===== config.mk =====
export PLATFORM = sky130hd
export DESIGN_NAME = watchdog_and_wakeup
export DESIGN_NICKNAME = d
export VERILOG_FILES = /design/src/hw/wdt_pkg.sv /design/src/hw/slow_tick.sv /design/src/hw/watchdog_and_wakeup.sv
export SDC_FILE = /design/constraint.sdc
export NUM_CORES = 1
export LEC_CHECK = 0
export ABC_AREA = 1
export ABC_CLOCK_PERIOD_IN_PS = 2300
export BUFFER_PORTS_ARGS = -buffer_cell sky130_fd_sc_hd__buf_2
export CORE_UTILIZATION = 40
export DETAILED_ROUTE_END_ITERATION = 8
export GPL_TIMING_DRIVEN = 0
export PLACE_DENSITY = 0.54
export SLEW_MARGIN = 30
export SYNTH_ARGS = -nofsm -noshare
export SYNTH_HDL_FRONTEND = slang
export SYNTH_SLANG_ARGS = --single-unit
export TNS_END_PERCENT = 1

===== constraint.sdc =====
create_clock -name clk_in -period 2.3 [get_ports clk_in]
set_input_delay 0.23 -clock clk_in [delete_from_list [all_inputs] [get_ports clk_in]]
set_output_delay 0.23 -clock clk_in [all_outputs]
set_load 0.05 [all_outputs]

===== src/hw/wdt_pkg.sv =====
// Shared constants, register layout and carrier types for the watchdog and wake-up block.
package wdt_pkg;
    localparam logic [1:0] addr_control = 2'h0;
    localparam logic [1:0] addr_cause = 2'h1;
    localparam logic [1:0] addr_irq_status = 2'h2;
    localparam logic [1:0] addr_irq_mask = 2'h3;
    localparam logic [7:0] control_reset = 8'h53;
    localparam int key_msb = 7;
    localparam int key_lsb = 3;
    localparam logic [4:0] key_disable = 5'h15;
    localparam logic [4:0] key_enable = 5'h0a;
    localparam int cause_key_bit = 0;
    localparam int cause_undervoltage_bit = 2;
    localparam int cause_rstkey_bit = 3;
    localparam int irq_expiry_bit = 0;
    localparam int irq_wake_bit = 1;
    localparam int irq_key_bit = 2;
    localparam int irq_pdf_bit = 3;
    // Slow clock rate and the 40 MHz system clock give the enable period.
    localparam int slow_rc_hz = 32000;
    localparam int clk_hz = 40000000;
    localparam int slow_tick_cycles = clk_hz / slow_rc_hz;
    // Delay between a bad key write and the reset it forces.
    localparam int soft_reset_delay_ns = 50000;
    localparam int soft_reset_cycles = (soft_reset_delay_ns + 24) / 25;
    localparam int counter_width = 18;

    typedef struct packed {
        logic [1:0] addr;
        logic [7:0] wdata;
        logic wr;
        logic rd;
    } reg_req_t;

    typedef struct packed {
        logic halt;
        logic clear_wdt;
        logic ext_reset;
        logic reset_pin_select;
        logic irq_request;
        logic irq_enabled;
        logic stack_full;
        logic undervoltage;
    } core_in_t;

    typedef struct packed {
        logic asleep;
        logic power_down_flag;
        logic wdt_expiry_flag;
        logic device_reset;
        logic pc_sp_reset;
        logic resume_after_halt;
        logic take_interrupt;
    } core_out_t;
endpackage


===== src/hw/slow_tick.sv =====
// Enable divider that turns the system clock into slow oscillator ticks.
module slow_tick #(
    parameter int period = wdt_pkg::slow_tick_cycles
) (
    input wire logic clk_in,
    input wire logic arst_n_in,
    output logic tick_out
);
    typedef struct packed {
        logic [15:0] count;
        logic tick;
    } tick_state_t;

    tick_state_t state;
    tick_state_t next_state;

    if (period < 2 || period > 65535) begin
        $error("slow_tick period out of range");
    end

    always_comb begin
        next_state = state;
        next_state.tick = 1'b0;
        if (state.count == 16'(period - 1)) begin
            next_state.count = 16'h0000;
            next_state.tick = 1'b1;
        end else begin
            next_state.count = state.count + 16'h0001;
        end
    end

    always_ff @(posedge clk_in or negedge arst_n_in) begin
        if (!arst_n_in) begin
            state <= '0;
        end else begin
            state <= next_state;
        end
    end

    assign tick_out = state.tick;
endmodule


===== src/hw/watchdog_and_wakeup.sv =====
// Watchdog timer, reset-cause flags and sleep wake-up logic.
module watchdog_and_wakeup #(
    parameter int port_width = 8,
    parameter int tick_period = wdt_pkg::slow_tick_cycles
) (
    input wire logic clk_in,
    input wire logic arst_n_in,
    input wire wdt_pkg::reg_req_t reg_req_in,
    output logic [7:0] reg_rdata_out,
    input wire wdt_pkg::core_in_t core_in,
    input wire logic [port_width-1:0] port_a_in,
    output wdt_pkg::core_out_t core_out,
    output logic irq_out
);
    localparam int counter_width_l = wdt_pkg::counter_width;

    typedef enum logic [1:0] {
        run,
        sleeping
    } mode_t;

    typedef struct packed {
        mode_t mode;
        logic [7:0] control;
        logic key_flag;
        logic rstkey_flag;
        logic undervoltage_flag;
        logic power_down_flag;
        logic wdt_expiry_flag;
        logic [port_width-1:0] port_a_wake_mask;
        logic [port_width-1:0] port_prev;
        logic irq_at_halt;
        logic [counter_width_l-1:0] count;
        logic [15:0] key_delay;
        logic key_pending;
        logic [3:0] irq_status;
        logic [3:0] irq_mask;
        logic [7:0] rdata;
        wdt_pkg::core_out_t out;
    } state_t;

    state_t state;
    state_t next_state;
    logic tick;
    logic [4:0] key;
    logic [2:0] sel;
    logic [counter_width_l-1:0] limit;
    logic overflow;
    logic [port_width-1:0] falls;
    logic [3:0] events;

    // Checked at elaboration: the wake mask is loaded from one byte of the cause register.
    if (port_width < 1 || port_width > 8) begin
        $error("port_width must be 1 to 8");
    end

    slow_tick #(
        .period(tick_period)
    ) u_tick (
        .clk_in(clk_in),
        .arst_n_in(arst_n_in),
        .tick_out(tick)
    );

    assign key = state.control[wdt_pkg::key_msb:wdt_pkg::key_lsb];
    assign sel = state.control[2:0];

    always_comb begin
        unique case (sel)
            3'h0: limit = 18'h000ff;
            3'h1: limit = 18'h003ff;
            3'h2: limit = 18'h00fff;
            3'h3: limit = 18'h03fff;
            3'h4: limit = 18'h07fff;
            3'h5: limit = 18'h0ffff;
            3'h6: limit = 18'h1ffff;
            3'h7: limit = 18'h3ffff;
        endcase
    end

    // Overflow only fires on a tick, so it is a one-cycle event. Greater-or-equal keeps a shortened
    // period from letting a count that is already past the new limit run on until it wraps.
    assign overflow = tick && (key == wdt_pkg::key_enable) && (state.count >= limit);
    assign falls = state.port_prev & ~port_a_in & state.port_a_wake_mask;

    always_comb begin
        next_state = state;
        next_state.out.device_reset = 1'b0;
        next_state.out.pc_sp_reset = 1'b0;
        next_state.out.resume_after_halt = 1'b0;
        next_state.out.take_interrupt = 1'b0;
        next_state.port_prev = port_a_in;
        next_state.rdata = 8'h00;
        events = 4'h0;

        if (tick && key == wdt_pkg::key_enable) begin
            next_state.count = state.count + 18'h00001;
        end

        if (core_in.clear_wdt) begin
            next_state.count = '0;
            next_state.power_down_flag = 1'b0;
        end

        if (state.mode == run) begin
            if (overflow) begin
                next_state.out.device_reset = 1'b1;
                next_state.wdt_expiry_flag = 1'b1;
                next_state.count = '0;
                events[wdt_pkg::irq_expiry_bit] = 1'b1;
            end else if (core_in.halt) begin
                next_state.mode = sleeping;
                next_state.power_down_flag = 1'b1;
                next_state.wdt_expiry_flag = 1'b0;
                next_state.count = '0;
                next_state.irq_at_halt = core_in.irq_request;
                events[wdt_pkg::irq_pdf_bit] = 1'b1;
            end
        end else begin
            if (overflow) begin
                next_state.mode = run;
                next_state.wdt_expiry_flag = 1'b1;
                next_state.out.pc_sp_reset = 1'b1;
                next_state.count = '0;
                events[wdt_pkg::irq_expiry_bit] = 1'b1;
            end else if (|falls) begin
                next_state.mode = run;
                next_state.out.resume_after_halt = 1'b1;
                events[wdt_pkg::irq_wake_bit] = 1'b1;
            end else if (core_in.irq_request && !state.irq_at_halt) begin
                next_state.mode = run;
                events[wdt_pkg::irq_wake_bit] = 1'b1;
                if (core_in.irq_enabled && !core_in.stack_full) begin
                    next_state.out.take_interrupt = 1'b1;
                end else begin
                    next_state.out.resume_after_halt = 1'b1;
                end
            end
        end

        if (!core_in.irq_request) begin
            next_state.irq_at_halt = 1'b0;
        end

        if (core_in.undervoltage) begin
            next_state.undervoltage_flag = 1'b1;
        end

        // Bad key write: count down the soft-reset delay, then reset.
        if (state.key_pending) begin
            if (state.key_delay == 16'h0000) begin
                next_state.key_pending = 1'b0;
                next_state.out.device_reset = 1'b1;
                next_state.key_flag = 1'b1;
                next_state.count = '0;
                next_state.control = wdt_pkg::control_reset;
                next_state.mode = run;
                events[wdt_pkg::irq_key_bit] = 1'b1;
            end else begin
                next_state.key_delay = state.key_delay - 16'h0001;
            end
        end

        if (reg_req_in.wr) begin
            unique case (reg_req_in.addr)
                wdt_pkg::addr_control: begin
                    next_state.control = reg_req_in.wdata;
                    if (reg_req_in.wdata[7:3] != wdt_pkg::key_enable
                        && reg_req_in.wdata[7:3] != wdt_pkg::key_disable) begin
                        next_state.key_pending = 1'b1;
                        next_state.key_delay = 16'(wdt_pkg::soft_reset_cycles - 1);
                    end
                end
                wdt_pkg::addr_cause: begin
                    // Flags clear only on a zero write; set from hardware wins.
                    if (!reg_req_in.wdata[wdt_pkg::cause_key_bit] && !next_state.key_flag) begin
                        next_state.key_flag = 1'b0;
                    end else if (!reg_req_in.wdata[wdt_pkg::cause_key_bit]
                        && !(state.key_pending && state.key_delay == 16'h0000)) begin
                        next_state.key_flag = 1'b0;
                    end
                    if (!reg_req_in.wdata[wdt_pkg::cause_rstkey_bit]) begin
                        next_state.rstkey_flag = 1'b0;
                    end
                    if (!reg_req_in.wdata[wdt_pkg::cause_undervoltage_bit] && !core_in.undervoltage) begin
                        next_state.undervoltage_flag = 1'b0;
                    end
                    next_state.port_a_wake_mask = reg_req_in.wdata[7:8-port_width];
                end
                wdt_pkg::addr_irq_status: begin
                    next_state.irq_status = state.irq_status & ~reg_req_in.wdata[3:0];
                end
                wdt_pkg::addr_irq_mask: begin
                    next_state.irq_mask = reg_req_in.wdata[3:0];
                end
            endcase
        end
        next_state.irq_status = next_state.irq_status | events;

        // External reset pin, when selected, resets the device and the counter.
        if (core_in.reset_pin_select && core_in.ext_reset) begin
            next_state.out.device_reset = 1'b1;
            next_state.count = '0;
            next_state.mode = run;
            next_state.control = wdt_pkg::control_reset;
            next_state.key_pending = 1'b0;
        end

        if (reg_req_in.rd) begin
            unique case (reg_req_in.addr)
                wdt_pkg::addr_control: next_state.rdata = state.control;
                wdt_pkg::addr_cause: begin
                    next_state.rdata = 8'h00;
                    next_state.rdata[wdt_pkg::cause_key_bit] = state.key_flag;
                    next_state.rdata[wdt_pkg::cause_undervoltage_bit] = state.undervoltage_flag;
                    next_state.rdata[wdt_pkg::cause_rstkey_bit] = state.rstkey_flag;
                end
                wdt_pkg::addr_irq_status: next_state.rdata = {4'h0, state.irq_status};
                wdt_pkg::addr_irq_mask: next_state.rdata = {4'h0, state.irq_mask};
            endcase
        end

        next_state.out.asleep = (next_state.mode == sleeping);
        next_state.out.power_down_flag = next_state.power_down_flag;
        next_state.out.wdt_expiry_flag = next_state.wdt_expiry_flag;
    end

    always_ff @(posedge clk_in or negedge arst_n_in) begin
        if (!arst_n_in) begin
            state <= '0;
            state.mode <= run;
            state.control <= wdt_pkg::control_reset;
            state.port_prev <= '1;
        end else begin
            state <= next_state;
        end
    end

    assign reg_rdata_out = state.rdata;
    assign core_out = state.out;
    assign irq_out = |(state.irq_status & state.irq_mask);

    // Age of a pending bad-key reset; any control write restarts the age, though only a bad-key write reloads the delay.
    logic [15:0] pend_age;

    always_ff @(posedge clk_in or negedge arst_n_in) begin
        if (!arst_n_in) begin
            pend_age <= 16'h0000;
        end else if (!state.key_pending || (reg_req_in.wr && reg_req_in.addr == wdt_pkg::addr_control)) begin
            pend_age <= 16'h0000;
        end else begin
            pend_age <= pend_age + 16'h0001;
        end
    end

    localparam int key_age_max = wdt_pkg::soft_reset_cycles;

    property p_halt_sets_pdf;
        @(posedge clk_in) disable iff (!arst_n_in)
        (state.mode == run && core_in.halt && !overflow && !core_in.ext_reset && !state.key_pending)
        |=> state.power_down_flag && state.mode == sleeping && state.count == '0;
    endproperty
    a_halt_sets_pdf: assert property (p_halt_sets_pdf) else $error("halt did not set power-down flag");

    property p_clear_pdf;
        @(posedge clk_in) disable iff (!arst_n_in)
        (core_in.clear_wdt && !(state.mode == run && core_in.halt)) |=> !state.power_down_flag;
    endproperty
    a_clear_pdf: assert property (p_clear_pdf) else $error("clear did not drop power-down flag");

    property p_sleep_overflow;
        @(posedge clk_in) disable iff (!arst_n_in)
        (state.mode == sleeping && overflow && !state.key_pending && !core_in.ext_reset)
        |=> core_out.pc_sp_reset && !core_out.device_reset && state.wdt_expiry_flag;
    endproperty
    a_sleep_overflow: assert property (p_sleep_overflow) else $error("sleep overflow not handled");

    property p_run_overflow;
        @(posedge clk_in) disable iff (!arst_n_in)
        (state.mode == run && overflow) |=> core_out.device_reset && state.wdt_expiry_flag;
    endproperty
    a_run_overflow: assert property (p_run_overflow) else $error("run overflow did not reset");

    property p_port_wake;
        @(posedge clk_in) disable iff (!arst_n_in)
        (state.mode == sleeping && |falls && !overflow && !state.key_pending && !core_in.ext_reset)
        |=> core_out.resume_after_halt && state.mode == run;
    endproperty
    a_port_wake: assert property (p_port_wake) else $error("port A fall did not wake");

    property p_pending_irq;
        @(posedge clk_in) disable iff (!arst_n_in)
        (state.mode == sleeping && state.irq_at_halt && core_in.irq_request && falls == '0 && !overflow)
        |=> !core_out.take_interrupt && !core_out.resume_after_halt;
    endproperty
    a_pending_irq: assert property (p_pending_irq) else $error("pending interrupt woke device");

    property p_bad_key;
        @(posedge clk_in) disable iff (!arst_n_in)
        (reg_req_in.wr && reg_req_in.addr == wdt_pkg::addr_control
        && reg_req_in.wdata[7:3] != wdt_pkg::key_enable && reg_req_in.wdata[7:3] != wdt_pkg::key_disable
        && !(core_in.reset_pin_select && core_in.ext_reset))
        |=> state.key_pending && state.key_delay == 16'(wdt_pkg::soft_reset_cycles - 1);
    endproperty
    a_bad_key: assert property (p_bad_key) else $error("bad key did not start the reset delay");

    property p_key_fires;
        @(posedge clk_in) disable iff (!arst_n_in)
        (state.key_pending && state.key_delay == 16'h0000
        && !(reg_req_in.wr && reg_req_in.addr == wdt_pkg::addr_control))
        |=> core_out.device_reset && state.key_flag && state.control == wdt_pkg::control_reset;
    endproperty
    a_key_fires: assert property (p_key_fires) else $error("bad key delay ended without reset");

    property p_key_bound;
        @(posedge clk_in) disable iff (!arst_n_in)
        pend_age <= key_age_max;
    endproperty
    a_key_bound: assert property (p_key_bound) else $error("bad key reset pending too long");

    property p_disabled_stops;
        @(posedge clk_in) disable iff (!arst_n_in)
        (key != wdt_pkg::key_enable) |=> state.count <= $past(state.count);
    endproperty
    a_disabled_stops: assert property (p_disabled_stops) else $error("stopped watchdog counted up");

    c_sleep_overflow: cover property (@(posedge clk_in) core_out.pc_sp_reset);
    c_take_interrupt: cover property (@(posedge clk_in) core_out.take_interrupt);
    c_port_wake: cover property (@(posedge clk_in) core_out.resume_after_halt);
    c_key_reset: cover property (@(posedge clk_in) core_out.device_reset && state.key_flag);
endmodule


==> results of run 1 <==
layout by cell type, fill, tap and decap left out, types with 2 or more instances in the layout:
master / count
nand3_2: 3
bufinv_16: 2
and3_1: 2
ha_1: 11
nor3_1: 21
o32ai_1: 5
o21ai_0: 38
o31ai_1: 3
inv_2: 4
xnor2_1: 2
o21bai_1: 2
nand2_1: 158
nor4_1: 6
buf_2: 44
clkbuf_1: 3
buf_4: 16
o211ai_1: 3
nor2_4: 4
dlygate4sd3_1: 9
clkbuf_16: 9
nor2_1: 80
nand3b_1: 3
mux2_2: 2
o311ai_0: 2
or2_2: 3
o22ai_1: 2
xor2_1: 18
dfrtp_1: 92
a21oi_1: 14
nand2_4: 2
dfstp_2: 12
buf_6: 2
nor2_2: 16
nand4_1: 12
nand3_1: 46
clkinv_2: 2
nand2_2: 5
inv_1: 102
through the flow:
stage / hold WS [ps] / TNS [ps] / utilization
3_5_place_dp: 189.2 / 0 / 0.4531
6_report: 81.62 / 0 / 0.4851
4_1_cts: 64.88 / 0 / 0.4837
5_1_grt: 67.70 / -11.93 / 0.4851
2_1_floorplan: -65.59 / 0 / -
3_3_place_gp: 344.6 / -17830 / 0.4506
how the worst max path moves through the flow:
stage	startpoint	to	slack (ps)	cells past startpoint
6_report	sel[0]	state[46]	200	12
5_1_grt	sel[1]	state[43]	-4	14
4_1_cts	sel[2]	state[46]	100	14
3_5_place_dp	sel[2]	state[46]	130	14
3_3_place_gp	arst_n_in	state[41]	-200	1
2_1_floorplan	sel[0]	state[43]	420	12
worst reg2reg max path, delay by kind of cell (launching register included):
family	cells	cell delay, ps
fa+ha+maj	1	320
buf+inv	1	160
flops	1	570
simple gates	10	910
area by class of cell:
class	instances	area, um2	area share
flip-flops and latches	104	2618	0.4011
clock inverters	5	78.83	0.01208
clock buffers	11	242.7	0.03719
well taps	176	220.2	0.03374
inverters	106	397.9	0.06097
plain buffers	19	151.4	0.02320
multi-input cells	473	2461	0.3771
repair buffers	56	356.6	0.05464
flip-flops by register name (all words and copies together) (netlist names):
signal           flops
core_out             7
sel                  3
u_tick.tick_out      1
state               64
u_tick.state        16
reg_rdata_out        8
key                  5
logic make-up (layout without fill, tap and decap cells):
| logic type | count (synthesis) | in the layout |
|---|---|---|
| and+or+nand+nor | 365 | 365 |
| buffers and inverters | 125 | 197 |
| xor gates and xnor gates | 20 | 20 |
| DFF | 104 | 104 |
| AOI/OAI and AO/OA | 75 | 75 |
| adders and majority gates | 11 | 11 |
| muxes | 2 | 2 |
power breakdown:
| group | internal (W) | switching [W] | total (W) |
|---|---|---|---|
| clock | 0.000984 | 0.000674 | 0.00166 |
| combinational | 0.000256 | 0.000471 | 0.000727 |
| sequential | 0.00199 | 0.000129 | 0.00212 |
metal layers:
layer,track usage,wire length (um),vias to the layer above
met2,0.3010,5745,75
met1,0.2527,6038,2156
met5,0,0,-
met4,0.04167,99,0
li1,-,-,2366
met3,0.04670,538,7
repair_timing:
item / in CTS / in global routing
setup endpoints to repair: 0 / 11
hold buffers: 9 / 0
buffers inserted: 0 / 1
hold endpoints to repair: 50 / 0
gates resized for setup: 0 / 2
==> run_results.csv, run 1 <==
group,metric,value,unit
die,start_util,0.4175,
status,status,"complete, no violations",
clock_tree,tritoncts,"yes",
timing,finalSetupViolCount,0,
logic_synthesis,netlist_top_cells_area,"dfrtp_1 (41%), nand2_1 (11%), inv_1 (6.8%)",
place,dp.cells,924,
logic_synthesis,synth.distinct_cells,43,
setup_path,cp.required,2540,ps
logic_synthesis,async_flop_share,1.000,
logic_synthesis,synth_edf_count,0,
logic_synthesis,synth_top_family_by_area,"simple AND/OR/NAND/NOR gates",
finish,final_cells,950,
place,placed_cell_area,6096,um2
logic_synthesis,synthXorXnorAreaFrac,0.03119,
logic_synthesis,synth_top_area_frac,0.4099,
grt,grt.overflow.total,0,
die,die_h,120.5,um
route,drt_first_iter_violations,271,
power_and_ir_drop,p_leak,3.184,nW
clock_tree,cts.path.max_buffers,2,
setup_path,crit_arrival,2340,ps
hold_path,hold_end,"state[77]",
setup_path,r2r_setup_slack,200,ps
finish,fillCellCount,1349,
place,io_buffer_count,45,
timing,max_slew_margin,0.5589,
clock_tree,htree_levels,3,
power_and_ir_drop,power_density,690.1,nW/um2
setup_path,start_kind,"register",
die,die_area,14520,um2
timing,hold_viol,0,
hold_path,min_path_type,"input port to register",
grt,grt_pass1_vias,4512,
clock_tree,clk_pin_slew,70,ps
setup_path,end_kind,"register",
setup_path,cp_max_fo,10,
die,ios,46,
timing,max_freq,476.8,MHz
logic_synthesis,synthMuxAreaShare,0.004010,
setup_path,critPathTopFamily,"simple AND/OR/NAND/NOR gates",
clock_tree,cts-root-buf,"clkbuf_16",
logic_synthesis,yosysWarnings,0,
run,cap_violations,0,
logic_synthesis,synthSimpleGateAreaFrac,0.2985,
setup_path,crit_buf_inv,1,
grt,grt_first_pass_wirelength,21390,um
logic_synthesis,yosysMostFrequentCell,"nand2_1",
clock_tree,clock_sink_count,104,
route,drc,0,
logic_synthesis,syn-cell-area,5617,um2
setup_path,max_stage_delay,570,ps
place,gp_congestion,0.9092,
logic_synthesis,seq_area_frac_synth,0.4660,
grt,antenna_found_initial,0,
die,placementRows,42,
timing,layout_min_cycle_time,2097,ps
route,viasPerCell,4.846,
setup_path,r2r_end,"state[46]",
timing,tightest_slew,655.6,ps
logic_synthesis,yosys.area.top_type,"dfrtp_1",
setup_path,critPathSlowestCell,"dfstp_2",
timing,fin_crit_sh,0.9118,
timing,skew,5.256,ps
die,coreArea,13450,um2
logic_synthesis,synthAdderAreaFrac,0.02450,
route,ant_nets,0,
route,first_pass_iters,8,
logic_synthesis,ys_seq_elements,104,
timing,finalWorstSetupSlack,202.8,ps
finish,final_area,6526,um2
logic_synthesis,synthTopCellsByCount,"nand2_1 (158), inv_1 (102), dfrtp_1 (92)",
power_and_ir_drop,max-vdd-ir-drop,379.0,uV
setup_path,rr_startpoint,"sel[0]",
finish,nNetsFinal,810,
timing,slew_violations,0,
finish,area_delta_synth_final,16.20,%
place,pre_cts_slack,128.1,ps
clock_tree,cts_inserted_buffers,9,
power_and_ir_drop,total_power,0.004504,W
place,dp_hpwl,9263,um
logic_synthesis,synth_nets,743,
hold_path,hold_depth,2,
route,routedWlPerCell,13.07,um
die,die_w,120.5,um
hold_path,min_from,"core_in[0]",
setup_path,reg2reg_depth,12,
setup_path,crit_type,"register to register",
clock_tree,insertion_delay,350,ps
setup_path,crit_path_cell_trace,"nand3_1, ha_1, nand2_1, nor2_1, nand3_1, nor2_1, nand2_1, nand2_2, nand2_4, nand2_8, buf_12, nor2_2",
route,totalWireLength,12420,um
route,dr_total_vias,4604,
logic_synthesis,synth-compound-area-share,0.07797,
logic_synthesis,syn_avg_cell_area,8.001,um2
finish,diodes,0,
grt,grt_max_degree,61,
grt,track_usage,0.1866,
logic_synthesis,ys.flop_type,"dfrtp_1",
logic_synthesis,syn_inst,702,
finish,drive_above_1_share,0.1718,
Power figures use the tool's default switching activity.
==> run 2, diff against run 1 <==
Settings changed: PLACE_DENSITY 0.54 to default.
==> run 2 against run 1 <==
Against the previous run: global-route usage decreased by 0.58 points; power is 1.5% lower; sequential power is essentially flat; design area hardly changed; critical path depth increased by 2; sequential share of layout area hardly changed; fmax down 1.2%; combinational power hardly changed; clock skew increased by 2.2 ps; core utilization is essentially flat; critical path type unchanged; largest cell class unchanged; largest power group unchanged.
==> run_results.csv, run 2 (synthesized netlist as in run 1, its figures left out) <==
group,metric,value,unit
grt,track_usage,0.1808,
place,dp.cells,924,
timing,tightest_slew,702.1,ps
clock_tree,tritoncts,"yes",
timing,tns,0,ps
setup_path,reg2reg_depth,14,
setup_path,end_kind,"register",
timing,max_slew_margin,0.5276,
die,coreArea,13450,um2
route,first_pass_iters,5,
grt,grt.overflow.total,0,
grt,gr-usage-met1,0.2386,
die,ios,46,
finish,diodes,0,
place,dp_hpwl,9060,um
timing,skew,7.457,ps
route,totalWireLength,12150,um
timing,hold_viol,0,
clock_tree,htree_levels,3,
die,die_w,120.5,um
finish,largest_reg_flops,64,
setup_path,start_kind,"register",
timing,slew_violations,0,
setup_path,crit_arrival,2370,ps
hold_path,hold_depth,2,
finish,final_cell_mix,"nand2_1 (158), inv_1 (102), dfrtp_1 (92)",
place,gp_congestion,0.8843,
clock_tree,insertion_delay,360,ps
grt,grtUsageMet3,0.04292,
clock_tree,clk_pin_slew,70,ps
timing,max_freq,470.9,MHz
finish,final_cells,950,
clock_tree,cts_inserted_buffers,9,
route,drt_first_iter_violations,250,
route,ant_nets,0,
clock_tree,cts.path.max_buffers,2,
route,dr_total_vias,4677,
grt,grt_pass1_vias,4360,
clock_tree,cts-root-buf,"clkbuf_16",
grt,use_met2,0.2927,
die,die_h,120.5,um
hold_path,min_path_type,"input port to register",
status,status,"complete, no violations",
finish,nNetsFinal,810,
timing,layout_min_cycle_time,2123,ps
finish,area_delta_synth_final,16.28,%
finish,layout_commonest_cell,"nand2_1",
die,start_util,0.4175,
finish,drive_above_1_share,0.1757,
place,placed_cell_area,6096,um2
setup_path,crit_type,"register to register",
timing,finalSetupViolCount,0,
place,pre_cts_slack,141.2,ps
finish,regMostFlops,"state",
clock_tree,clock_sink_count,104,
grt,grt_first_pass_wirelength,20700,um
grt,antenna_found_initial,0,
place,io_buffer_count,45,
run,cap_violations,0,
route,drc,0,
finish,final_area,6531,um2
timing,finalWorstSetupSlack,176.6,ps
grt,grt_max_degree,62,
power_and_ir_drop,power_density,679.5,nW/um2
setup_path,cp_max_fo,10,
die,placementRows,42,
route,routedWlPerCell,12.78,um
setup_path,cp.required,2540,ps
timing,rsz0062_at_grt,"no",
power_and_ir_drop,max-vdd-ir-drop,349.8,uV
grt,top_usage_layer,"met2",
timing,fin_crit_sh,0.9232,
power_and_ir_drop,p_leak,3.178,nW
die,die_area,14520,um2
route,viasPerCell,4.923,
run 2: changes by cell type in the layout (fill, tap and decap cells not counted), sizes merged:
cell | previous run | this run
bufinv | 2 | 1
inv | 107 | 108
run 2: what timing repair did:
item / 4_1_cts / 5_1_grt
setup endpoints to repair: 0 / 10
buffers inserted: 0 / 1
hold buffers: 9 / 0
resized for setup: 0 / 5
hold endpoints to repair: 49 / 0
run 2: final cells by class:
class | instances | area, um2
Fill cell | 1357 | 6922
Sequential cell | 104 | 2618
Multi-Input combinational cell | 473 | 2481
Inverter | 106 | 397.9
Timing Repair Buffer | 56 | 356.6
Clock buffer | 11 | 242.7
Tap cell | 176 | 220.2
Buffer | 19 | 151.4
Clock inverter | 5 | 63.81
run 2: critical path, cell delays in order, from the launching register on:
cell	delay, ps
dfstp_2	580
inv_1	90
nand2_1	100
nor2_2	60
ha_1	290
nand2_1	50
nor2_1	80
nand2_1	60
nand3_1	90
nand2_1	70
nand2_2	70
nand2_4	110
nand2_8	140
buf_12	160
nor2_2	40
run 2: where the power goes:
group	switching [W]	leakage (nW)	internal, W	total [W]
clock	0.000703	0.152	0.000886	0.00159
sequential	0.000131	1.30	0.00199	0.00212
combinational	0.000470	1.72	0.000258	0.000728
total	0.00130	3.18	0.00313	0.00444
run 2: final timing paths:
kind	start	endpoint	slack [ps]
max in group asynchronous	arst_n_in	state[61]	1270
hold / removal	core_in[0]	state[77]	80
setup reg to reg	sel[1]	state[46]	180
hold reg to reg	state[70]	state[70]	490
min in group asynchronous	arst_n_in	state[29]	350
setup / recovery	sel[1]	state[46]	180
run 2: per-stage QoR:
stage	total power [W]	hold WS, ps	utilization
CTS	0.004488	74.51	0.4826
global route	0.004674	68.34	0.4855
finish	0.004438	79.99	0.4855
floorplan	0.002628	-65.59	-
detailed placement	0.002862	183.0	0.4531
global placement	0.002837	344.8	0.4506
run 2: per-layer routing:
| metal | routed length [um] | vias up |
|---|---|---|
| li1 | - | 2369 |
| met1 | 5826 | 2204 |
| met2 | 5694 | 89 |
| met3 | 446 | 15 |
| met4 | 178 | 0 |
| met5 | 0 | - |
